<file path="src/pkg/pdl_pkg.sv">
// Package for the two-port data latch block: offsets, fields, resets
package pdl_pkg;
  // Register byte offsets
  localparam logic [7:0] PORT0_LATCH_OFF = 8'h80;
  localparam logic [7:0] PORT1_LATCH_OFF = 8'h90;
  localparam logic [7:0] PORT0_MODE_OFF  = 8'hA0;
  localparam logic [7:0] PORT1_MODE_OFF  = 8'hA4;
  localparam logic [7:0] XBAR_A_OFF      = 8'hB0;
  localparam logic [7:0] XBAR_B_OFF      = 8'hB4;
  localparam logic [7:0] XBAR_C_OFF      = 8'hB8;
  localparam logic [7:0] XBAR_D_OFF      = 8'hBC;
  localparam logic [7:0] BITOP_OFF       = 8'hC0;
  // Reset values
  localparam logic [7:0] LATCH_RST = 8'hFF;
  localparam logic [7:0] MODE_RST  = 8'h00;
  localparam logic [7:0] XBAR_RST  = 8'h00;
  // Bit operation register fields
  localparam int BITOP_IDX_LSB = 0;
  localparam int BITOP_PORT    = 3;
  localparam int BITOP_VAL     = 4;
  // Memory strobe pins on port 0
  localparam int EMIF_WR_PIN  = 7;
  localparam int EMIF_RD_PIN  = 6;
  localparam int EMIF_ALE_PIN = 5;
  // AXI responses
  localparam logic [1:0] RESP_OKAY   = 2'h0;
  localparam logic [1:0] RESP_SLVERR = 2'h2;
endpackage

</file>
<file path="src/pkg/pdl_pin_if.sv">
// Interface carrying one port's latch, mode and routing toward its pad driver
`timescale 1ns/1ps
interface pdl_pin_if;
  logic [7:0] latch;
  logic [7:0] push_pull;
  logic [7:0] periph_sel;
  logic [7:0] periph_val;
  logic [7:0] pad_out;
  logic [7:0] pad_oe_n;
  modport ctrl (output latch, push_pull, periph_sel, periph_val,
                input pad_out, pad_oe_n);
  modport drv  (input latch, push_pull, periph_sel, periph_val,
                output pad_out, pad_oe_n);
endinterface // pdl_pin_if

</file>
<file path="src/design/pdl_pad_drv.sv">
// Pad driver for one byte-wide port: latch or peripheral, open or push-pull
`timescale 1ns/1ps
module pdl_pad_drv (
  // Port signals
  pdl_pin_if.drv pins
);
  wire [7:0] src;
  // Routed source: peripheral wins where the crossbar hands the pin over
  assign src = (pins.periph_sel & pins.periph_val) |
               (~pins.periph_sel & pins.latch);
  // Pad value is the routed source; the enable alone decides whether it shows
  assign pins.pad_out = src;
  // Low drives; high drives only in push-pull mode, else left open
  assign pins.pad_oe_n = ~(~src | pins.push_pull);
endmodule // pdl_pad_drv

</file>
<file path="src/design/pdl_top.sv">
// Two-port data latch block with AXI4-Lite register access
//
// The implementer's own choice: register access over AXI4-Lite.
`timescale 1ns/1ps
module pdl_top (
  // Clock and reset
  input  wire logic        aclk,
  input  wire logic        aresetn,
  // AXI4-Lite write address and data
  input  wire logic [7:0]  s_axi_awaddr,
  input  wire logic        s_axi_awvalid,
  output logic             s_axi_awready,
  input  wire logic [31:0] s_axi_wdata,
  input  wire logic [3:0]  s_axi_wstrb,
  input  wire logic        s_axi_wvalid,
  output logic             s_axi_wready,
  output logic [1:0]       s_axi_bresp,
  output logic             s_axi_bvalid,
  input  wire logic        s_axi_bready,
  // AXI4-Lite read
  input  wire logic [7:0]  s_axi_araddr,
  input  wire logic        s_axi_arvalid,
  output logic             s_axi_arready,
  output logic [31:0]      s_axi_rdata,
  output logic [1:0]       s_axi_rresp,
  output logic             s_axi_rvalid,
  input  wire logic        s_axi_rready,
  // Memory interface strobes for port 0 pins 7..5
  input  wire logic        emif_active,
  input  wire logic        emif_wr_n,
  input  wire logic        emif_rd_n,
  input  wire logic        emif_ale,
  // Peripheral values routed by the crossbar
  input  wire logic [7:0]  port0_periph_val,
  input  wire logic [7:0]  port1_periph_val,
  // Pads: input level, output value, output enable (low drives)
  input  wire logic [7:0]  port0_pad_in,
  output logic [7:0]       port0_pad_out,
  output logic [7:0]       port0_pad_oe_n,
  input  wire logic [7:0]  port1_pad_in,
  output logic [7:0]       port1_pad_out,
  output logic [7:0]       port1_pad_oe_n
);
  logic [7:0] port0_latch_r, port1_latch_r, port0_mode_r, port1_mode_r;
  logic [7:0] xa_r, xb_r, xc_r, xd_r;
  logic [7:0] port0_sync1_r, port0_sync2_r, port1_sync1_r, port1_sync2_r;
  logic [7:0] aw_addr_r;
  logic [31:0] w_data_r;
  logic [3:0] w_strb_r;
  logic aw_have_r, w_have_r;
  logic [7:0] port0_sel, port1_sel, port0_route_val;
  wire do_write;
  wire wr_lane0;
  wire [7:0] wb;
  wire wr_ok;
  wire [31:0] rd_word;
  wire rd_ok;

  pdl_pin_if port0_if ();
  pdl_pin_if port1_if ();

  // Byte-wide merge of bit operation: one target bit set or cleared
  function automatic logic [7:0] bit_op(input logic [7:0] cur,
                                        input logic [2:0] idx,
                                        input logic val);
    logic [7:0] r;
    r = cur;
    r[idx] = val;
    return r;
  endfunction

  // Crossbar: a pin belongs to a peripheral when any config bit claims it
  assign port0_sel = xa_r | xb_r;
  assign port1_sel = xc_r | xd_r;
  // Strobes replace latch on port 0 top pins when the memory bus runs
  assign port0_route_val = emif_active ?
    {emif_wr_n, emif_rd_n, emif_ale, port0_periph_val[4:0]} :
    port0_periph_val;
  assign port0_if.latch      = port0_latch_r;
  assign port0_if.push_pull  = port0_mode_r;
  assign port0_if.periph_sel = emif_active ? (port0_sel | 8'hE0) :
                               port0_sel;
  assign port0_if.periph_val = port0_route_val;
  assign port1_if.latch      = port1_latch_r;
  assign port1_if.push_pull  = port1_mode_r;
  assign port1_if.periph_sel = port1_sel;
  assign port1_if.periph_val = port1_periph_val;

  pdl_pad_drv u_pdl_pad_drv0 (.pins(port0_if.drv));
  pdl_pad_drv u_pdl_pad_drv1 (.pins(port1_if.drv));

  // Write channel accepted when both halves are held
  assign do_write = aw_have_r & w_have_r & ~s_axi_bvalid;
  assign wr_lane0 = w_strb_r[0];
  assign wb = w_data_r[7:0];
  assign wr_ok = (aw_addr_r == pdl_pkg::PORT0_LATCH_OFF) |
                 (aw_addr_r == pdl_pkg::PORT1_LATCH_OFF) |
                 (aw_addr_r == pdl_pkg::PORT0_MODE_OFF) |
                 (aw_addr_r == pdl_pkg::PORT1_MODE_OFF) |
                 (aw_addr_r == pdl_pkg::XBAR_A_OFF) |
                 (aw_addr_r == pdl_pkg::XBAR_B_OFF) |
                 (aw_addr_r == pdl_pkg::XBAR_C_OFF) |
                 (aw_addr_r == pdl_pkg::XBAR_D_OFF) |
                 (aw_addr_r == pdl_pkg::BITOP_OFF);

  // Address and data capture, either order
  always_ff @(posedge aclk) begin
    if (!aresetn) begin
      aw_have_r <= 1'b0;
      w_have_r  <= 1'b0;
      aw_addr_r <= 8'h00;
      w_data_r  <= 32'h0000_0000;
      w_strb_r  <= 4'h0;
    end else begin
      if (s_axi_awvalid && s_axi_awready) begin
        aw_have_r <= 1'b1;
        aw_addr_r <= {s_axi_awaddr[7:2], 2'b00};
      end else if (do_write) begin
        aw_have_r <= 1'b0;
      end
      if (s_axi_wvalid && s_axi_wready) begin
        w_have_r <= 1'b1;
        w_data_r <= s_axi_wdata;
        w_strb_r <= s_axi_wstrb;
      end else if (do_write) begin
        w_have_r <= 1'b0;
      end
    end
  end

  // Ready is registered; taken once per write
  always_ff @(posedge aclk) begin
    if (!aresetn) begin
      s_axi_awready <= 1'b0;
      s_axi_wready  <= 1'b0;
    end else begin
      s_axi_awready <= ~aw_have_r & ~(s_axi_awvalid & s_axi_awready) &
                       ~s_axi_bvalid;
      s_axi_wready  <= ~w_have_r & ~(s_axi_wvalid & s_axi_wready) &
                       ~s_axi_bvalid;
    end
  end

  // Write response
  always_ff @(posedge aclk) begin
    if (!aresetn) begin
      s_axi_bvalid <= 1'b0;
      s_axi_bresp  <= pdl_pkg::RESP_OKAY;
    end else if (do_write) begin
      s_axi_bvalid <= 1'b1;
      s_axi_bresp  <= wr_ok ? pdl_pkg::RESP_OKAY : pdl_pkg::RESP_SLVERR;
    end else if (s_axi_bready) begin
      s_axi_bvalid <= 1'b0;
    end
  end

  // Latches: byte write on lane 0, or single bit set/clear
  always_ff @(posedge aclk) begin
    if (!aresetn) begin
      port0_latch_r <= pdl_pkg::LATCH_RST;
      port1_latch_r <= pdl_pkg::LATCH_RST;
    end else if (do_write && wr_lane0) begin
      if (aw_addr_r == pdl_pkg::PORT0_LATCH_OFF)
        port0_latch_r <= wb;
      if (aw_addr_r == pdl_pkg::PORT1_LATCH_OFF)
        port1_latch_r <= wb;
      if (aw_addr_r == pdl_pkg::BITOP_OFF && !wb[pdl_pkg::BITOP_PORT])
        port0_latch_r <= bit_op(port0_latch_r, wb[2:0],
                                wb[pdl_pkg::BITOP_VAL]);
      if (aw_addr_r == pdl_pkg::BITOP_OFF && wb[pdl_pkg::BITOP_PORT])
        port1_latch_r <= bit_op(port1_latch_r, wb[2:0],
                                wb[pdl_pkg::BITOP_VAL]);
    end
  end

  // Mode and crossbar configuration
  always_ff @(posedge aclk) begin
    if (!aresetn) begin
      port0_mode_r <= pdl_pkg::MODE_RST;
      port1_mode_r <= pdl_pkg::MODE_RST;
      xa_r <= pdl_pkg::XBAR_RST;
      xb_r <= pdl_pkg::XBAR_RST;
      xc_r <= pdl_pkg::XBAR_RST;
      xd_r <= pdl_pkg::XBAR_RST;
    end else if (do_write && wr_lane0) begin
      if (aw_addr_r == pdl_pkg::PORT0_MODE_OFF) port0_mode_r <= wb;
      if (aw_addr_r == pdl_pkg::PORT1_MODE_OFF) port1_mode_r <= wb;
      if (aw_addr_r == pdl_pkg::XBAR_A_OFF) xa_r <= wb;
      if (aw_addr_r == pdl_pkg::XBAR_B_OFF) xb_r <= wb;
      if (aw_addr_r == pdl_pkg::XBAR_C_OFF) xc_r <= wb;
      if (aw_addr_r == pdl_pkg::XBAR_D_OFF) xd_r <= wb;
    end
  end

  // Pin synchronisers; pads are asynchronous to aclk
  always_ff @(posedge aclk) begin
    if (!aresetn) begin
      port0_sync1_r <= 8'hFF;
      port0_sync2_r <= 8'hFF;
      port1_sync1_r <= 8'hFF;
      port1_sync2_r <= 8'hFF;
    end else begin
      port0_sync1_r <= port0_pad_in;
      port0_sync2_r <= port0_sync1_r;
      port1_sync1_r <= port1_pad_in;
      port1_sync2_r <= port1_sync1_r;
    end
  end

  // Read decode: data offsets show pin levels, not latch contents
  assign rd_word =
    (s_axi_araddr[7:2] == pdl_pkg::PORT0_LATCH_OFF[7:2]) ?
      {24'h0, port0_sync2_r} :
    (s_axi_araddr[7:2] == pdl_pkg::PORT1_LATCH_OFF[7:2]) ?
      {24'h0, port1_sync2_r} :
    (s_axi_araddr[7:2] == pdl_pkg::PORT0_MODE_OFF[7:2]) ?
      {24'h0, port0_mode_r} :
    (s_axi_araddr[7:2] == pdl_pkg::PORT1_MODE_OFF[7:2]) ?
      {24'h0, port1_mode_r} :
    (s_axi_araddr[7:2] == pdl_pkg::XBAR_A_OFF[7:2]) ? {24'h0, xa_r} :
    (s_axi_araddr[7:2] == pdl_pkg::XBAR_B_OFF[7:2]) ? {24'h0, xb_r} :
    (s_axi_araddr[7:2] == pdl_pkg::XBAR_C_OFF[7:2]) ? {24'h0, xc_r} :
    (s_axi_araddr[7:2] == pdl_pkg::XBAR_D_OFF[7:2]) ? {24'h0, xd_r} :
    32'h0000_0000;
  assign rd_ok = (s_axi_araddr[7:2] == pdl_pkg::PORT0_LATCH_OFF[7:2]) |
                 (s_axi_araddr[7:2] == pdl_pkg::PORT1_LATCH_OFF[7:2]) |
                 (s_axi_araddr[7:2] == pdl_pkg::PORT0_MODE_OFF[7:2]) |
                 (s_axi_araddr[7:2] == pdl_pkg::PORT1_MODE_OFF[7:2]) |
                 (s_axi_araddr[7:2] == pdl_pkg::XBAR_A_OFF[7:2]) |
                 (s_axi_araddr[7:2] == pdl_pkg::XBAR_B_OFF[7:2]) |
                 (s_axi_araddr[7:2] == pdl_pkg::XBAR_C_OFF[7:2]) |
                 (s_axi_araddr[7:2] == pdl_pkg::XBAR_D_OFF[7:2]) |
                 (s_axi_araddr[7:2] == pdl_pkg::BITOP_OFF[7:2]);

  // Read channel: arready pulses, data one cycle later
  always_ff @(posedge aclk) begin
    if (!aresetn) begin
      s_axi_arready <= 1'b0;
      s_axi_rvalid  <= 1'b0;
      s_axi_rdata   <= 32'h0000_0000;
      s_axi_rresp   <= pdl_pkg::RESP_OKAY;
    end else begin
      s_axi_arready <= s_axi_arvalid & ~s_axi_arready & ~s_axi_rvalid;
      if (s_axi_arvalid && s_axi_arready) begin
        s_axi_rvalid <= 1'b1;
        s_axi_rdata  <= rd_word;
        s_axi_rresp  <= rd_ok ? pdl_pkg::RESP_OKAY : pdl_pkg::RESP_SLVERR;
      end else if (s_axi_rready) begin
        s_axi_rvalid <= 1'b0;
      end
    end
  end

  // Pad outputs registered so every pin control leaves a flop, no glitches
  always_ff @(posedge aclk) begin
    if (!aresetn) begin
      port0_pad_out  <= 8'h00;
      port0_pad_oe_n <= 8'hFF;
      port1_pad_out  <= 8'h00;
      port1_pad_oe_n <= 8'hFF;
    end else begin
      port0_pad_out  <= port0_if.pad_out;
      port0_pad_oe_n <= port0_if.pad_oe_n;
      port1_pad_out  <= port1_if.pad_out;
      port1_pad_oe_n <= port1_if.pad_oe_n;
    end
  end

  // Assertions
  property p_low_drives;
    @(posedge aclk) disable iff (!aresetn)
    (port1_sel[0] == 1'b0 && port1_latch_r[0] == 1'b0) |=>
      (port1_pad_oe_n[0] == 1'b0 && port1_pad_out[0] == 1'b0);
  endproperty
  a_low_drives: assert property (p_low_drives)
    else $error("latch zero did not drive low");
  property p_open_high;
    @(posedge aclk) disable iff (!aresetn)
    (port1_sel[1] == 1'b0 && port1_latch_r[1] && !port1_mode_r[1]) |=>
      port1_pad_oe_n[1];
  endproperty
  a_open_high: assert property (p_open_high)
    else $error("open drain high was driven");
  property p_pp_high;
    @(posedge aclk) disable iff (!aresetn)
    (port0_if.periph_sel[2] == 1'b0 && port0_latch_r[2] &&
     port0_mode_r[2]) |=>
      (!port0_pad_oe_n[2] && port0_pad_out[2]);
  endproperty
  a_pp_high: assert property (p_pp_high)
    else $error("push pull high not driven");
  property p_pin_read;
    @(posedge aclk) disable iff (!aresetn)
    (s_axi_arvalid && s_axi_arready &&
     s_axi_araddr[7:2] == pdl_pkg::PORT0_LATCH_OFF[7:2]) |=>
      s_axi_rdata[7:0] == $past(port0_sync2_r);
  endproperty
  a_pin_read: assert property (p_pin_read)
    else $error("port read not pin level");
  property p_strobe;
    @(posedge aclk) disable iff (!aresetn)
    emif_active |=> port0_pad_out[7] == $past(emif_wr_n);
  endproperty
  a_strobe: assert property (p_strobe)
    else $error("write strobe not on pin");
  property p_byte_wr;
    @(posedge aclk) disable iff (!aresetn)
    (do_write && wr_lane0 && aw_addr_r == pdl_pkg::PORT1_LATCH_OFF) |=>
      port1_latch_r == $past(wb);
  endproperty
  a_byte_wr: assert property (p_byte_wr)
    else $error("port 1 byte write lost");
  property p_bit_wr;
    @(posedge aclk) disable iff (!aresetn)
    (do_write && wr_lane0 && aw_addr_r == pdl_pkg::BITOP_OFF &&
     !wb[pdl_pkg::BITOP_PORT]) |=>
      port0_latch_r[$past(wb[2:0])] == $past(wb[pdl_pkg::BITOP_VAL]);
  endproperty
  a_bit_wr: assert property (p_bit_wr)
    else $error("bit operation failed");
  property p_xbar_owns;
    @(posedge aclk) disable iff (!aresetn)
    (!emif_active && xa_r[3]) |=>
      port0_pad_out[3] == $past(port0_periph_val[3]);
  endproperty
  a_xbar_owns: assert property (p_xbar_owns)
    else $error("routed pin followed latch");
  property p_reset_ones;
    @(posedge aclk) !aresetn |=> (port0_latch_r == pdl_pkg::LATCH_RST &&
                                 port1_latch_r == pdl_pkg::LATCH_RST);
  endproperty
  a_reset_ones: assert property (p_reset_ones)
    else $error("latch reset value wrong");
  property p_bresp_once;
    @(posedge aclk) disable iff (!aresetn)
    (s_axi_bvalid && !s_axi_bready) |=> s_axi_bvalid;
  endproperty
  a_bresp_once: assert property (p_bresp_once)
    else $error("write response dropped");

  c_write: cover property (@(posedge aclk) do_write && wr_ok);
  c_read: cover property (@(posedge aclk) s_axi_rvalid && s_axi_rready);
  c_strobe: cover property (@(posedge aclk) emif_active && !emif_rd_n);
  c_bitop: cover property (@(posedge aclk)
    do_write && aw_addr_r == pdl_pkg::BITOP_OFF);
endmodule // pdl_top

</file>
<file path="config.mk">
export PLATFORM = sky130hd
export DESIGN_NAME = pdl_top
export DESIGN_NICKNAME = d
export VERILOG_FILES = /design/src/pkg/pdl_pkg.sv /design/src/pkg/pdl_pin_if.sv /design/src/design/pdl_pad_drv.sv /design/src/design/pdl_top.sv
export SDC_FILE = /design/constraint.sdc
export NUM_CORES = 1
export LEC_CHECK = 0
export BUFFER_PORTS_ARGS = -buffer_cell sky130_fd_sc_hd__buf_2
export CORE_AREA = 3 3 124 126
export DETAILED_ROUTE_END_ITERATION = 7
export DIE_AREA = 0 0 127 129
export GPL_TIMING_DRIVEN = 0
export PLACE_DENSITY_LB_ADDON = 0.12
export SYNTH_ARGS = -nofsm -noshare
export SYNTH_HDL_FRONTEND = slang
export SYNTH_SLANG_ARGS = --single-unit
</file>
<file path="constraint.sdc">
create_clock -name aclk -period 2.7 [get_ports aclk]
set_input_delay 0.54 -clock aclk [delete_from_list [all_inputs] [get_ports aclk]]
set_output_delay 0.54 -clock aclk [all_outputs]
set_load 0.02 [all_outputs]
</file>
# Yosys cells after proc, flatten, opt, wreduce, memory -nomap -nowiden
# Cells that the tools add are included.
op_classes:
  n_eq_ne: 18
  bitwise: 49
  reduce_logical: 22
  n_mux: 27
  order_cmp: 2
ops:
  columns: ["op", "count"]
  rows:
  - ["$mux W8", 14]
  - ["$eq A6 B6 Y1 const B", 18]
  - ["$not A8 Y8", 6]
  - ["$or A8 B8 Y8", 6]
  - ["$and A8 B8 Y8", 4]
  - ["$bwmux W8", 2]
  - ["$or A1 B1 Y1", 16]
  - ["$reduce_and A2 Y1", 8]
  - ["$reduce_bool A2 Y1", 6]
  - ["$and A1 B1 Y1", 10]
  - ["$mux W1", 8]
  - ["$logic_and A1 B1 Y1", 7]
  - ["$not A1 Y1", 7]
  - ["$lt A3 B4 Y1 const B", 1]
  - ["$mux W2", 2]
  - ["$demux W1 S3", 1]
  - ["$ge A3 B1 Y1 const B", 1]
  - ["$logic_not A1 Y1", 1]
word_totals:
  inputBits: 95
  output_inout_bits: 73
  regBits: 186
  wordCells: 147

# Longest topological paths before layout
# Gate-level depths: netlist of run 1.
depth:
  ltp_word: 10
  mapped_depth: 7

# By module
# Synthesis of run 1 repeated with hierarchy kept, for this count alone.
unflattened:
  hier_cells: 767
  area_unflattened_um2: 7249.5
by_module_without_submodules:
  columns: ["module", "n_inst", "cells_each", "area_per_inst_um2"]
  rows:
  - ["pdl_top", 1, 735, 6789.0]
  - ["pdl_pad_drv", 2, 16, 230.2]

# Least setup slack after synthesis of run 1
# No wires, ideal clock.
synth_timing:
  path_kind: "register -> register"
  from: "register aw_addr_r[2]"
  to: "register port0_latch_r[0], in the netlist port0_if.latch[0]"
  n_path_buf: 2
  required_time_ns: 2.570
  path_stages_with_launch: 7
  setup_ns: 0.130
  t_arrival_ns: 2.016
  setup_slack_ns: 0.554
  period_less_slack_ns: 2.146
  path_cell_list: "dfxtp_1 -> buf_6 -> or4b_4 -> or4_4 -> buf_6 -> a2111oi_2 -> o21ai_1"
synth_between:
  elab_chain_len: 4
  word_cells_on_any_way: 6
  cone_classes: "2 x eq/ne; 1 x mux; 3 x reduce/logical"
synth_rtl:
  columns: ["element", "line_no", "rtl"]
  rows:
  - ["start: declaration", "pdl_top.sv:47", "logic [7:0] aw_addr_r;"]
  - ["start signal: assignment", "pdl_top.sv:117", "aw_addr_r <= {s_axi_awaddr[7:2], 2'b00};"]
  - ["$eq A6 B6 Y1", "pdl_top.sv:167", "if (aw_addr_r == pdl_pkg::BITOP_OFF && !wb[pdl_pkg::BITOP_PORT])"]
  - ["$logic_and A1 B1 Y1", "pdl_top.sv:167", null]
  - ["$reduce_bool A2 Y1 (no source line)", null, null]
  - ["$reduce_and A2 Y1 (no source line)", null, null]
  - ["end signal: assignment", "pdl_top.sv:160", "port0_latch_r <= pdl_pkg::LATCH_RST;"]
  - ["end signal: assignment", "pdl_top.sv:164", "port0_latch_r <= wb;"]
  - ["end signal: assignment", "pdl_top.sv:168", "port0_latch_r <= bit_op(port0_latch_r, wb[2:0],"]
  - ["end: declaration", "pdl_top.sv:44", "logic [7:0] port0_latch_r, port1_latch_r, port0_mode_r, port1_mode_r;"]
# Several ways; a longest one is shown, not always the timed one.
# A chain may end at the register's enable or synchronous reset.

# Worst setup path in the final report of run 1
layout_timing:
  from: "register aw_addr_r[6]"
  to: "register port1_latch_r[5], in the netlist port1_if.latch[5]"
layout_between:
  elab_chain_len: 4
  word_cells_on_any_way: 6
  cone_classes: "2 x eq/ne; 1 x mux; 3 x reduce/logical"
layout_rtl:
  columns: ["element", "line_no", "rtl"]
  rows:
  - ["$eq A6 B6 Y1", "pdl_top.sv:170", "if (aw_addr_r == pdl_pkg::BITOP_OFF && wb[pdl_pkg::BITOP_PORT])"]
  - ["$logic_and A1 B1 Y1", "pdl_top.sv:170", null]
  - ["$reduce_bool A2 Y1 (no source line)", null, null]
  - ["$reduce_and A2 Y1 (no source line)", null, null]
  - ["end signal: assignment", "pdl_top.sv:161", "port1_latch_r <= pdl_pkg::LATCH_RST;"]
  - ["end signal: assignment", "pdl_top.sv:166", "port1_latch_r <= wb;"]
  - ["end signal: assignment", "pdl_top.sv:171", "port1_latch_r <= bit_op(port1_latch_r, wb[2:0],"]
  - ["end: declaration", "pdl_top.sv:44", null]
# Several ways; a longest one is shown, not always the timed one.

==> PnR_summary.wiki, run 1 <==
{| class="wikitable"
! Metric !! Value
|-
| Setup TNS Final || 0 ns
|-
| Post-synthesis register bit count || 160
|-
| DP HPWL || 14.3 mm
|-
| Pin count of the biggest net entering global routing || 17
|-
| Core Rows || 44
|-
| Critical path type || reg -> reg
|-
| Area of the mapped netlist || roughly 0.007 mm2
|-
| WHS Path Cells || 2
|-
| Final weighted congestion of routability-driven global placement || 0.873
|-
| Fraction of synthesis flops using an asynchronous set or reset pin || 0
|-
| Total clock buffers created by CTS || 17
|-
| Clock Tree Root || sky130_fd_sc_hd__clkbuf_16
|-
| DRC violations left || 0
|-
| Ports placed on the boundary || roughly 170
|-
| Final Hold Violating Endpoints || 0
|-
| Post-CTS Repair Setup Buffers || 0
|-
| Share of final-layout standard cells stronger than drive strength 1 || 0.237
|-
| Type of origin of the critical path || flop
|-
| Number of different library cells in the post-synthesis netlist || 60
|-
| Total wirelength of the detailed-routed design || around 19 mm
|-
| H-tree depth reported by CTS || 4
|-
| Port Buffers || between 100 and 150
|-
| Cell type contributing the most total cell area after synthesis || sky130_fd_sc_hd__dfxtp_1
|-
| Routed length per instance || roughly 17 um
|-
| Clock tree from TritonCTS || yes
|-
| GRT Util Overall || 0.232
|-
| Slew headroom || 0.313
|-
| Wire length of the first global-routing pass || roughly 30 mm
|-
| Largest clock skew in the final design || slightly below 0.009 ns
|-
| Register area share after synthesis || 0.452
|-
| Classification of the worst-slack hold path || in -> reg
|-
| Die span in y || between 100 and 150 um
|-
| Buffer depth of the longest clock path || 2
|-
| Startpoint of the most critical register-to-register path || aw_addr_r[6]$_SDFFE_PN0P_
|-
| Worst-case register-to-register setup slack || roughly 0.17 ns
|-
| Max Clock Freq || 396 MHz
|-
| Crit-path max FO || 10
|-
| Fraction of synthesized cell area taken by the top area cell type || 0.452
|-
| Mean instance size in the synthesized netlist || ~9.7 um2
|-
| Total gr overflow || 0
|-
| Result of the run || complete, no violations
|-
| Actual slew at the worst max-slew pin || 1.02 ns
|-
| Total of max-cap violations || 0
|-
| Number of flops mapped to enable cells by yosys || 0
|-
| Vias per std cell || roughly 5.4
|-
| Antenna viol nets, final || 0
|-
| Vias in the first global route || between 5k and 6k
|-
| First-pass detailed-route iteration total || 6
|-
| Nature of the critical path endpoint || flop
|-
| Number of clock sinks seen by CTS || 160
|-
| Launch point of the worst hold path || port1_pad_in[5]
|-
| Final period util || 0.936
|-
| Commonest cells post-synth || 160 x sky130_fd_sc_hd__dfxtp_1, 53 x sky130_fd_sc_hd__mux2i_1, 53 x sky130_fd_sc_hd__nor2b_1
|-
| Pins over their slew limit || 0
|-
| Reg-to-reg endpoint || port1_if.latch[5]$_SDFFE_PN1P_
|-
| Area of the die || between 0.015 and 0.02 mm2
|-
| Clock insertion delay at the later pin of the skew report || between 0.4 and 0.5 ns
|-
| Net count reported at finish || just under 1k
|-
| Clock period minus worst slack || 2.53 ns
|-
| Total power || around 5400 uW
|-
| Power density over cell area || 627 mW/mm2
|-
| Top post-synthesis cells by area || sky130_fd_sc_hd__dfxtp_1 45%, sky130_fd_sc_hd__mux2i_1 7.5%, sky130_fd_sc_hd__nor2b_1 4.7%
|-
| Multi-input logic area || between 0.003 and 0.004 mm2
|-
| Data arrival time at the worst-slack endpoint || roughly 2.8 ns
|-
| Setup repair after global routing missed its margin || false
|-
| R2r worst-path depth || 6
|-
| Worst ir drop on vdd || between 0.0005 and 0.0006 V
|-
| Fill cell total of the finished layout || approximately 1.3k
|-
| Area after DPL || approximately 0.0080 mm2
|-
| Synth-to-Final Area Change || 21.0%
|-
| Initial antenna violation count || 0
|-
| Worst setup path startpoint || aw_addr_r[6]$_SDFFE_PN0P_
|-
| Cell with the most instances after synthesis || sky130_fd_sc_hd__dfxtp_1
|-
| Area inside the core boundary || ~0.014 mm2
|-
| Sequential Area || between 0.003 and 0.004 mm2
|-
| Count of endpoints failing setup in the final report || 0
|-
| Leakage power of the design || between 0.003 and 0.004 uW
|-
| Non-Filler Cell Area, Final || around 0.0086 mm2
|-
| Antenna diodes || 0
|-
| Required time of the worst setup path || ~3.0 ns
|-
| Register clock-pin slew on the reported worst setup and hold paths || approximately 0.070 ns
|-
| Horizontal die dimension || approximately 130 um
|-
| Synthesis Warnings || 0
|-
| Vias || 5866
|-
| Hold-critical path endpoint || port1_sync1_r[5]$_SDFF_PN1_
|-
| Primary flip-flop cell chosen by synthesis mapping || sky130_fd_sc_hd__dfxtp_1
|-
| Iteration-0 DRC count of the detailed router || around 460
|-
| Starting utilization of the core area || 0.491
|-
| Post-Syn Instances || between 700 and 800
|}
[stage by stage]
| stage | util | hold WS [ns] | setup slack [ns] | instances |
|---|---|---|---|---|
| floorplan | - | 0.386 | 0.554 | 758 |
| global placement | 0.551 | 0.393 | 0.153 | 1051 |
| detailed placement | 0.551 | 0.391 | 0.179 | 1051 |
| CTS | 0.594 | 0.283 | 0.119 | 1083 |
| global route | 0.594 | 0.287 | 0.00587 | 1083 |
| finish | 0.594 | 0.294 | 0.173 | 1083 |
[layout by cell type (no fill, tap or decap), types with 4 or more instances in the layout]
cell                        netlist  final
sky130_fd_sc_hd__buf_2            2    111
sky130_fd_sc_hd__inv_1           20     20
sky130_fd_sc_hd__dfxtp_1        160    160
sky130_fd_sc_hd__a21oi_1         13     13
sky130_fd_sc_hd__nand3_1         19     19
sky130_fd_sc_hd__a221oi_1        13     13
sky130_fd_sc_hd__a21bo_2         13     13
sky130_fd_sc_hd__nor2b_1         53     53
sky130_fd_sc_hd__buf_4           26     26
sky130_fd_sc_hd__and3b_1          4      4
sky130_fd_sc_hd__a2111oi_0        7      5
sky130_fd_sc_hd__nor2_1          26     26
sky130_fd_sc_hd__o31ai_1          6      6
sky130_fd_sc_hd__clkbuf_16        0     17
sky130_fd_sc_hd__nand4b_1         4      4
sky130_fd_sc_hd__mux4_2           8      8
sky130_fd_sc_hd__a21boi_0        32     32
sky130_fd_sc_hd__o21ba_1          6      6
sky130_fd_sc_hd__clkbuf_1        38     38
sky130_fd_sc_hd__buf_1            6      6
sky130_fd_sc_hd__nand2_1         48     48
sky130_fd_sc_hd__conb_1           1     26
sky130_fd_sc_hd__a2111oi_2        6      6
sky130_fd_sc_hd__nand2b_1        43     43
sky130_fd_sc_hd__o21ai_1         15     15
sky130_fd_sc_hd__nand3b_1         7      7
sky130_fd_sc_hd__nor3_1          27     27
sky130_fd_sc_hd__o21ai_0         26     26
sky130_fd_sc_hd__mux2i_1         53     53
[area by class of cell]
type                            count  area share
Multi-Input combinational cell    504       0.410
Clock buffer                       18      0.0512
Timing Repair Buffer              109      0.0636
Sequential cell                   160       0.374
Inverter                           20     0.00876
Buffer                             74      0.0458
Tap cell                          184      0.0268
Clock inverter                     14      0.0203
[timing repair]
item	4_1_cts	5_1_grt
setup endpoints to repair	0	4
resized for setup	0	3
hold buffers	0	0
[how the worst max path moves through the flow]
| stage | to | slack [ns] | cells after the start |
|---|---|---|---|
| CTS | port0_if.latch[4]$_SDFFE_PN1P_ | 0.12 | 6 |
| global route | port1_if.latch[6]$_SDFFE_PN1P_ | 0.006 | 6 |
| global placement | port0_if.latch[4]$_SDFFE_PN1P_ | 0.15 | 6 |
| finish | port1_if.latch[5]$_SDFFE_PN1P_ | 0.17 | 6 |
| detailed placement | port1_if.latch[5]$_SDFFE_PN1P_ | 0.18 | 6 |
| floorplan | port0_if.latch[0]$_SDFFE_PN1P_ | 0.55 | 6 |
[per-layer routing]
layer	global-route usage	part of all wire	vias up
met3	0.0473	0.070	33
li1	-	-	2837
met5	0	0	-
met1	0.315	0.44	2764
met2	0.363	0.46	232
met4	0.0978	0.026	0
[kinds of logic (layout without fill, tap and decap cells)]
group / count (synthesis) / after routing / share of synthesized area
AND/OR/NAND/NOR: 265 / 265 / 0.219
XOR/XNOR: 1 / 1 / 0.00124
buffers and inverters: 94 / 235 / 0.0661
flip-flops: 160 / 160 / 0.452
other: 1 / 26 / 0.000529
AO/OA/AOI/OAI: 148 / 148 / 0.156
multiplexers: 64 / 64 / 0.105
[critical path: stages, from the launching register on]
cell                        delay [ns]
sky130_fd_sc_hd__dfxtp_1          0.37
sky130_fd_sc_hd__clkbuf_1         0.33
sky130_fd_sc_hd__nand3b_1         0.31
sky130_fd_sc_hd__a2111o_1         0.54
sky130_fd_sc_hd__buf_2            0.23
sky130_fd_sc_hd__a2111oi_1        0.50
sky130_fd_sc_hd__o21ai_1          0.10
[power breakdown]
group / internal, uW / switching, uW / leakage [uW]
Sequential: 2430 / 32.5 / 0.00131
Combinational: 178 / 272 / 0.00174
Clock: 1420 / 1050 / 0.000296
Total: 4030 / 1350 / 0.00335
Note: power is estimated with default switching activity, not from simulation.
==> inputs of run 2 (changes only) <==
--- a/config.mk
+++ b/config.mk
@@ -6,11 +6,13 @@
 export NUM_CORES = 1
 export LEC_CHECK = 0
 export BUFFER_PORTS_ARGS = -buffer_cell sky130_fd_sc_hd__buf_2
-export CORE_AREA = 3 3 124 126
+export CORE_AREA = 3 3 125 127
 export DETAILED_ROUTE_END_ITERATION = 7
-export DIE_AREA = 0 0 127 129
+export DIE_AREA = 0 0 128 130
 export GPL_TIMING_DRIVEN = 0
 export PLACE_DENSITY_LB_ADDON = 0.12
+export SLEW_MARGIN = 10
 export SYNTH_ARGS = -nofsm -noshare
 export SYNTH_HDL_FRONTEND = slang
+export SYNTH_HIERARCHICAL = 1
 export SYNTH_SLANG_ARGS = --single-unit
==> run 2 against run 1 <==
Compared with the run above: combinational power is 1% higher; largest power group is now registers; design area is 1.4% higher; core utilization rose by 0.36 points; synthesized area rose by 2.3%; synthesized cell count is 4.6% higher; setup slack gained 0.17 ns; register-to-register slack better by 0.17 ns; critical path type unchanged; critical endpoint unchanged; clock power fell by 5%; clock skew down 0.0034 ns; highest routed layer unchanged; wire length rose by 11%.
==> PnR_summary.wiki, run 2 <==
{| class="wikitable"
! Metric !! Value
|-
| Clock insertion delay at the later pin of the skew report || 0.43 ns (about the same)
|-
| Fraction of synthesized cell area taken by the top area cell type || 0.442 (-0.0103)
|-
| # hold bufs at CTS || 0 (unchanged)
|-
| Core Rows || 44 (unchanged)
|-
| Antenna diodes || 0 (unchanged)
|-
| Buffer depth of the longest clock path || 2 (unchanged)
|-
| Fraction of synthesis flops using an asynchronous set or reset pin || 0 (unchanged)
|-
| Ports placed on the boundary || 168 (unchanged)
|-
| DRC violations left || 0 (unchanged)
|-
| Vias || 6167 (+5.1%)
|-
| Count of endpoints failing setup in the final report || 0 (unchanged)
|-
| GRT Util Overall || 0.250 (+0.0174)
|-
| Commonest cells post-synth || 160 x sky130_fd_sc_hd__dfxtp_1, 60 x sky130_fd_sc_hd__nand2_1, 56 x sky130_fd_sc_hd__nand2b_1
|-
| Setup TNS Final || 0 ns (unchanged)
|-
| Area of the die || 0.0166 mm2 (+1.6%)
|-
| Total wirelength of the detailed-routed design || 20.9 mm (+11%)
|-
| DP HPWL || 15.9 mm (+11%)
|-
| Final period util || 0.873 (-0.0626)
|-
| Cell chain of the critical path || and4b_1, clkbuf_1, o211ai_1, clkbuf_1, a2111o_1, nand3_1
|-
| Library cell appearing most often on the critical path || sky130_fd_sc_hd__clkbuf_1
|-
| Cell with the most instances after synthesis || sky130_fd_sc_hd__dfxtp_1
|-
| Switching part of the total power || 0.246 (-0.00549)
|-
| Internal Dissipation || 3960 uW (-1.6%)
|-
| Total gr overflow || 0 (unchanged)
|-
| Starting utilization of the core area || 0.499 (+0.00764)
|-
| Port Buffers || 108 (-0.92%)
|-
| Result of the run || complete, no violations
|-
| Data arrival time at the worst-slack endpoint || 2.72 ns (-0.10 ns)
|-
| Startpoint of the most critical register-to-register path || s_axi_bvalid$_SDFFE_PN0P_
|-
| Non-Filler Cell Area, Final || 0.00869 mm2 (+1.4%)
|-
| Routed length per instance || 18.7 um (+7.5%)
|-
| Nature of the critical path endpoint || flop
|-
| Leakage power of the design || 0.00351 uW (+4.8%)
|-
| Final weighted congestion of routability-driven global placement || 0.879 (+0.66%)
|-
| Register area share after synthesis || 0.442 (-0.0103)
|-
| Cell type contributing the most total cell area after synthesis || sky130_fd_sc_hd__dfxtp_1
|-
| Area inside the core boundary || 0.0145 mm2 (+0.76%)
|-
| Total of max-cap violations || 0 (unchanged)
|-
| Iteration-0 DRC count of the detailed router || 470 (+2.6%)
|-
| Total clock buffers created by CTS || 17 (unchanged)
|-
| Pre-CTS setup slack || 0.156 ns (-0.0228 ns)
|-
| Power density over cell area || 605 mW/mm2 (-3.6%)
|-
| Logic gate share of total power || 0.087 (+0.003)
|-
| Clock tree from TritonCTS || yes
|-
| Actual slew at the worst max-slew pin || 0.958 ns (-0.0667 ns)
|-
| Mean instance size in the synthesized netlist || 9.45 um2 (-2.2%)
|-
| Commonest non-fill, non-tap cells in the layout || 160 x sky130_fd_sc_hd__dfxtp_1, 111 x sky130_fd_sc_hd__buf_2, 60 x sky130_fd_sc_hd__nand2_1, 56 x sky130_fd_sc_hd__nand2b_1, 50 x sky130_fd_sc_hd__nor2_1
|-
| Launch point of the worst hold path || port1_pad_in[2]
|-
| Area after DPL || 0.00811 mm2 (+2.0%)
|-
| Wire length of the first global-routing pass || 31.7 mm (+6.7%)
|-
| Most frequent standard cell in the layout excluding fill and tap cells || sky130_fd_sc_hd__dfxtp_1
|-
| First-pass detailed-route iteration total || 6 (unchanged)
|-
| Clock Tree Root || sky130_fd_sc_hd__clkbuf_16
|-
| Register clock-pin slew on the reported worst setup and hold paths || 0.06 ns (about the same)
|-
| Worst setup path startpoint || s_axi_bvalid$_SDFFE_PN0P_
|-
| Type of origin of the critical path || flop
|-
| Antenna viol nets, final || 0 (unchanged)
|-
| Post-route worst setup slack || 0.342 ns (+0.169 ns)
|-
| Die span in y || 130 um (+0.78%)
|-
| Pins over their slew limit || 0 (unchanged)
|-
| Area of the mapped netlist || 0.00725 mm2 (+2.3%)
|-
| Number of flops mapped to enable cells by yosys || 0 (unchanged)
|-
| Post-Syn Instances || 767 (+4.6%)
|-
| Slew headroom || 0.356 (+0.0429)
|-
| Top post-synthesis cells by area || sky130_fd_sc_hd__dfxtp_1 44%, sky130_fd_sc_hd__mux2i_1 6.5%, sky130_fd_sc_hd__nand2b_1 4.8%
|-
| Primary flip-flop cell chosen by synthesis mapping || sky130_fd_sc_hd__dfxtp_1
|-
| Classification of the worst-slack hold path || in -> reg
|-
| Max Clock Freq || 424 MHz (+7.2%)
|-
| Required time of the worst setup path || 3.06 ns (+0.07 ns)
|-
| Critical path type || reg -> reg
|-
| Setup repair after global routing missed its margin || false
|-
| NetSw || 1290 uW (-4.4%)
|-
| Vias per std cell || 5.53 (+2.1%)
|-
| Initial antenna violation count || 0 (unchanged)
|-
| Portion of total power attributed to sequential cells || 0.466 (+0.009)
|-
| Crit-path max FO || 10 (unchanged)
|-
| Highest cell delay on the worst timing path || 0.44 ns (-0.10 ns)
|-
| Clock period minus worst slack || 2.36 ns (-0.169 ns)
|-
| Vias in the first global route || 5725 (+2.8%)
|-
| Synthesis Warnings || 6 (+6)
|-
| Clock network fraction of total power || 0.447 (-0.012)
|-
| Standard cell with the maximum stage delay on the critical path || sky130_fd_sc_hd__o211ai_1
|-
| Post-synthesis register bit count || 160 (unchanged)
|-
| Final Hold Violating Endpoints || 0 (unchanged)
|-
| Number of clock sinks seen by CTS || 160 (unchanged)
|-
| Horizontal die dimension || 128 um (+0.79%)
|-
| Number of different library cells in the post-synthesis netlist || 67 (+12%)
|-
| Largest clock skew in the final design || 0.00531 ns (-0.00336 ns)
|-
| Post-CTS Repair Setup Buffers || 0 (unchanged)
|-
| Net count reported at finish || 1014 (+3.4%)
|-
| Worst ir drop on vdd || 0.000455 V (-11%)
|-
| Pin count of the biggest net entering global routing || 17 (unchanged)
|-
| H-tree depth reported by CTS || 4 (unchanged)
|-
| Share of final-layout standard cells stronger than drive strength 1 || 0.245 (+0.00797)
|-
| Synth-to-Final Area Change || 19.9%
|-
| CTS resizes || 0 (unchanged)
|}
[run 2: changes by cell type in the layout (fill, tap and decap cells not counted), sizes merged, moves of 13 or more]
cell	before	now
a2111oi	14	0
nand2b	43	56
a21boi	32	0
o21ai	41	19
nor2b	53	28
a21oi	13	46
or2	0	14
nor2	26	51
mux2	3	20
a21bo	13	0
nor3	29	12
and2	3	20
[run 2: cells by family (layout without fill, tap and decap cells)]
kind of cell | Yosys count | count (layout) | synth area share
flops | 160 | 160 | 0.442
compound gates | 134 | 134 | 0.126
simple gates | 310 | 310 | 0.263
other cells | 1 | 26 | 0.000517
buf+inv | 94 | 233 | 0.0627
xor+xnor | 1 | 1 | 0.00121
mux | 67 | 67 | 0.104
[run 2: worst max-delay path: cells and delay by family (launching register included)]
kind                   cells  cell delay (ns)
AO/OA/AOI/OAI              2             0.78
buffers and inverters      2             0.75
flip-flops                 1             0.38
AND/OR/NAND/NOR            2             0.37
[run 2: area by class of cell]
class                           instances  area [um2]
Fill cell                            1304        5840
Tap cell                              184         230
Sequential cell                       160        3200
Clock buffer                           18         439
Inverter                               16        60.1
Timing Repair Buffer                  108         541
Clock inverter                         13         139
Buffer                                 78         394
Multi-Input combinational cell        538        3690
[run 2: path summary, 6_finish.rpt]
kind	cells past startpoint	to	slack (ns)
worst max register to register	6	port1_if.latch[5]$_SDFFE_PN1P_	0.34
worst min register to register	1	port1_sync2_r[4]$_SDFF_PN1_	0.41
worst min-delay path	2	port1_sync1_r[2]$_SDFF_PN1_	0.29
worst max-delay path	6	port1_if.latch[5]$_SDFFE_PN1P_	0.34
[run 2: routing by layer]
metal,share of wire,global-route usage,vias up
met1,0.45,0.343,2944
met4,0.014,0.0655,0
met5,0,0,-
met3,0.081,0.0544,27
li1,-,-,2945
met2,0.46,0.402,251
[run 2: power groups by stage]
stage / Combinational [uW] / Clock (uW) / Sequential (uW)
floorplan: 263 / 0 / 2520
global placement: 445 / 0 / 2500
detailed placement: 450 / 0 / 2500
CTS: 451 / 2380 / 2450
global route: 494 / 2470 / 2460
finish: 455 / 2350 / 2450
[run 2: through the flow]
step / hold WS [ns] / std cells / total power (uW) / util
global route: 0.286 / 1115 / 5420 / 0.598
finish: 0.289 / 1115 / 5260 / 0.598
CTS: 0.282 / 1115 / 5280 / 0.598
global placement: 0.394 / 1084 / 2940 / 0.558
floorplan: 0.386 / 792 / 2790 / -
detailed placement: 0.396 / 1084 / 2950 / 0.558
==> inputs of run 3 (changes only) <==
--- a/config.mk
+++ b/config.mk
@@ -5,10 +5,11 @@
 export SDC_FILE = /design/constraint.sdc
 export NUM_CORES = 1
 export LEC_CHECK = 0
-export BUFFER_PORTS_ARGS = -buffer_cell sky130_fd_sc_hd__buf_2
+export ABC_CLOCK_PERIOD_IN_PS = 2700
 export CORE_AREA = 3 3 125 127
 export DETAILED_ROUTE_END_ITERATION = 7
 export DIE_AREA = 0 0 128 130
+export DONT_BUFFER_PORTS = 1
 export GPL_TIMING_DRIVEN = 0
 export PLACE_DENSITY_LB_ADDON = 0.12
 export SLEW_MARGIN = 10
==> constraint.sdc (replaced) <==
create_clock -name aclk -period 2.7 [get_ports aclk]
set_input_delay 0 -clock aclk [delete_from_list [all_inputs] [get_ports aclk]]
set_output_delay 0 -clock aclk [all_outputs]
set_load 0.02 [all_outputs]
==> run 3 against run 2 <==
Compared with the run above: hold slack got worse by 0.28 ns; clock skew increased by 0.0046 ns; power increased by 0.89%; flip-flop and latch count unchanged; die area unchanged; sequential power about the same; setup slack got worse by 0.14 ns; clock power about the same; core utilization increased by 1.6 points; critical path type unchanged; largest cell class unchanged.
==> PnR_summary.wiki, run 3 (synthesis gave the netlist of run 2 again) <==
{| class="wikitable"
! Metric !! Value
|-
| Most frequent standard cell in the layout excluding fill and tap cells || sky130_fd_sc_hd__dfxtp_1
|-
| DP HPWL || 15.4 mm (-3.3%)
|-
| Vias || 5995 (-2.8%)
|-
| Portion of total power attributed to sequential cells || 0.468 (+0.002)
|-
| Cell chain of the critical path || and4b_1, clkbuf_1, o211ai_1, clkbuf_1, o21ai_0, nand3_1
|-
| Vias in the first global route || 5712 (-0.23%)
|-
| Max Clock Freq || 400 MHz (-5.7%)
|-
| Worst-case register-to-register setup slack || 0.20 ns (-0.14 ns)
|-
| Wire length of the first global-routing pass || 32.7 mm (+3.4%)
|-
| First-pass detailed-route iteration total || 5 (-1)
|-
| Final period util || 0.926 (+0.0531)
|-
| Fill cell total of the finished layout || 1279 (-1.9%)
|-
| Post-CTS Repair Setup Buffers || 0 (unchanged)
|-
| CP delay by family, top || buffers and inverters
|-
| Buffer depth of the longest clock path || 2 (unchanged)
|-
| Ports placed on the boundary || 168 (unchanged)
|-
| Clock Tree Root || sky130_fd_sc_hd__clkbuf_16
|-
| Standard cell with the maximum stage delay on the critical path || sky130_fd_sc_hd__o211ai_1
|-
| Pins over their slew limit || 0 (unchanged)
|-
| Setup repair after global routing missed its margin || false
|-
| Power density over cell area || 594 mW/mm2 (-1.7%)
|-
| Register clock-pin slew on the reported worst setup and hold paths || 0.06 ns (about the same)
|-
| Starting utilization of the core area || 0.499 (unchanged)
|-
| Net count reported at finish || 982 (-3.2%)
|-
| NetSw || 1260 uW (-2.4%)
|-
| Final weighted congestion of routability-driven global placement || 0.873 (-0.63%)
|-
| Final Hold Violating Endpoints || 0 (unchanged)
|-
| Core Rows || 44 (unchanged)
|-
| Initial antenna violation count || 0 (unchanged)
|-
| Total wirelength of the detailed-routed design || 21.7 mm (+4.0%)
|-
| Area of the die || 0.0166 mm2 (unchanged)
|-
| Total of max-cap violations || 0 (unchanged)
|-
| Logic gate share of total power || 0.083 (-0.004)
|-
| Largest clock skew in the final design || 0.00990 ns (+0.00459 ns)
|-
| Antenna viol nets, final || 0 (unchanged)
|-
| Internal Dissipation || 4040 uW (+2.0%)
|-
| Highest cell delay on the worst timing path || 0.45 ns (about the same)
|-
| Slew headroom || 0.321 (-0.0350)
|-
| Synth-to-Final Area Change || 23.1%
|-
| Count of endpoints failing setup in the final report || 0 (unchanged)
|-
| Die span in y || 130 um (unchanged)
|-
| Pre-CTS setup slack || 0.305 ns (+0.148 ns)
|-
| Actual slew at the worst max-slew pin || 1.01 ns (+0.0529 ns)
|-
| Horizontal die dimension || 128 um (unchanged)
|-
| Port Buffers || 0 (-100%)
|-
| Iteration-0 DRC count of the detailed router || 515 (+9.6%)
|-
| Result of the run || complete, no violations
|-
| Clock tree from TritonCTS || yes
|-
| Total gr overflow || 0 (unchanged)
|-
| Post-route worst setup slack || 0.199 ns (-0.143 ns)
|-
| Required time of the worst setup path || 2.97 ns (-0.09 ns)
|-
| Classification of the worst-slack hold path || in -> reg
|-
| Worst ir drop on vdd || 0.000592 V (+30%)
|-
| Area inside the core boundary || 0.0145 mm2 (unchanged)
|-
| Multi-input logic area || 0.00369 mm2 (unchanged)
|-
| GRT Util Overall || 0.259 (+0.00917)
|-
| Clock period minus worst slack || 2.50 ns (+0.143 ns)
|-
| Number of clock sinks seen by CTS || 160 (unchanged)
|-
| Routed length per instance || 20.0 um (+6.8%)
|-
| Type of origin of the critical path || flop
|-
| Setup TNS Final || 0 ns (unchanged)
|-
| Library cell appearing most often on the critical path || sky130_fd_sc_hd__clkbuf_1
|-
| Clock insertion delay at the later pin of the skew report || 0.43 ns (about the same)
|-
| Nature of the critical path endpoint || flop
|-
| Data arrival time at the worst-slack endpoint || 2.77 ns (+0.05 ns)
|-
| Crit-path max FO || 10 (unchanged)
|-
| Switching part of the total power || 0.238 (-0.00805)
|-
| Leakage power of the design || 0.00341 uW (-2.8%)
|-
| Pin count of the biggest net entering global routing || 17 (unchanged)
|-
| DRC violations left || 0 (unchanged)
|-
| Share of final-layout standard cells stronger than drive strength 1 || 0.131 (-0.114)
|-
| Sequential Area || 0.00320 mm2 (unchanged)
|-
| Critical path type || reg -> reg
|-
| H-tree depth reported by CTS || 4 (unchanged)
|-
| Total power || 5300 uW (+0.89%)
|-
| Commonest non-fill, non-tap cells in the layout || 160 x sky130_fd_sc_hd__dfxtp_1, 76 x sky130_fd_sc_hd__dlygate4sd3_1, 60 x sky130_fd_sc_hd__nand2_1, 56 x sky130_fd_sc_hd__nand2b_1, 50 x sky130_fd_sc_hd__nor2_1
|-
| CTS resizes || 0 (unchanged)
|-
| Vias per std cell || 5.53 (-0.10%)
|-
| Clock network fraction of total power || 0.448 (about the same)
|-
| Total clock buffers created by CTS || 17 (unchanged)
|-
| # hold bufs at CTS || 76 (+76)
|-
| Bufs and invs on worst path || 2 (unchanged)
|}
## run 3: cell types whose count changed in the layout (fill, tap and decap cells not counted), moves of 2 or more
| cell | before | now |
|---|---|---|
| sky130_fd_sc_hd__buf_2 | 111 | 3 |
| sky130_fd_sc_hd__clkbuf_1 | 42 | 45 |
| sky130_fd_sc_hd__clkbuf_8 | 1 | 3 |
| sky130_fd_sc_hd__clkinv_4 | 4 | 2 |
| sky130_fd_sc_hd__dlygate4sd3_1 | 0 | 76 |
## run 3: final timing paths
| path | startpoint | end | cells after the start |
|---|---|---|---|
| setup / recovery | s_axi_bvalid$_SDFFE_PN0P_ | port1_if.latch[7]$_SDFFE_PN1P_ | 6 |
| hold / removal | port0_periph_val[5] | port0_pad_out[5]$_SDFF_PN0_ | 3 |
| setup reg to reg | s_axi_bvalid$_SDFFE_PN0P_ | port1_if.latch[7]$_SDFFE_PN1P_ | 6 |
| hold reg to reg | port1_sync1_r[7]$_SDFF_PN1_ | port1_sync2_r[7]$_SDFF_PN1_ | 1 |
## run 3: layout make-up
class / count / area share
Timing Repair Buffer: 76 / 0.0853
Buffer: 78 / 0.0442
Sequential cell: 160 / 0.359
Tap cell: 184 / 0.0258
Multi-Input combinational cell: 538 / 0.413
Clock inverter: 9 / 0.0121
Antenna cell: 1 / 0.000280
Clock buffer: 23 / 0.0536
Inverter: 16 / 0.00673
## run 3: per-layer routing
| layer | vias to the layer above | GRT usage | part of all wire |
|---|---|---|---|
| li1 | 2888 | - | - |
| met1 | 2864 | 0.358 | 0.45 |
| met2 | 224 | 0.415 | 0.47 |
| met3 | 19 | 0.0626 | 0.066 |
| met4 | 0 | 0.0568 | 0.010 |
| met5 | - | 0 | 0 |
## run 3: power groups by stage
stage,clock [uW],combinational (uW),sequential (uW)
after floorplan,0,263,2520
after global placement,0,343,2530
after detailed placement,0,347,2540
after CTS,2390,433,2480
after global routing,2500,478,2490
final,2380,443,2480
## run 3: per-stage QoR
step                instances   util  hold WS (ns)  instance area (um2)
global route             1084  0.614        0.0147                 8920
detailed placement        976  0.521         0.106                 7570
floorplan                 792      -         0.101                 7340
finish                   1085  0.614        0.0120                 8920
CTS                      1084  0.614       0.00261                 8920
global placement          976  0.521         0.103                 7570
## run 3: worst register-to-register path, stage by stage, from the launching register on
cell	delay, ns
sky130_fd_sc_hd__dfxtp_1	0.43
sky130_fd_sc_hd__and4b_1	0.31
sky130_fd_sc_hd__clkbuf_1	0.39
sky130_fd_sc_hd__o211ai_1	0.46
sky130_fd_sc_hd__clkbuf_1	0.37
sky130_fd_sc_hd__o21ai_0	0.28
sky130_fd_sc_hd__nand3_1	0.11
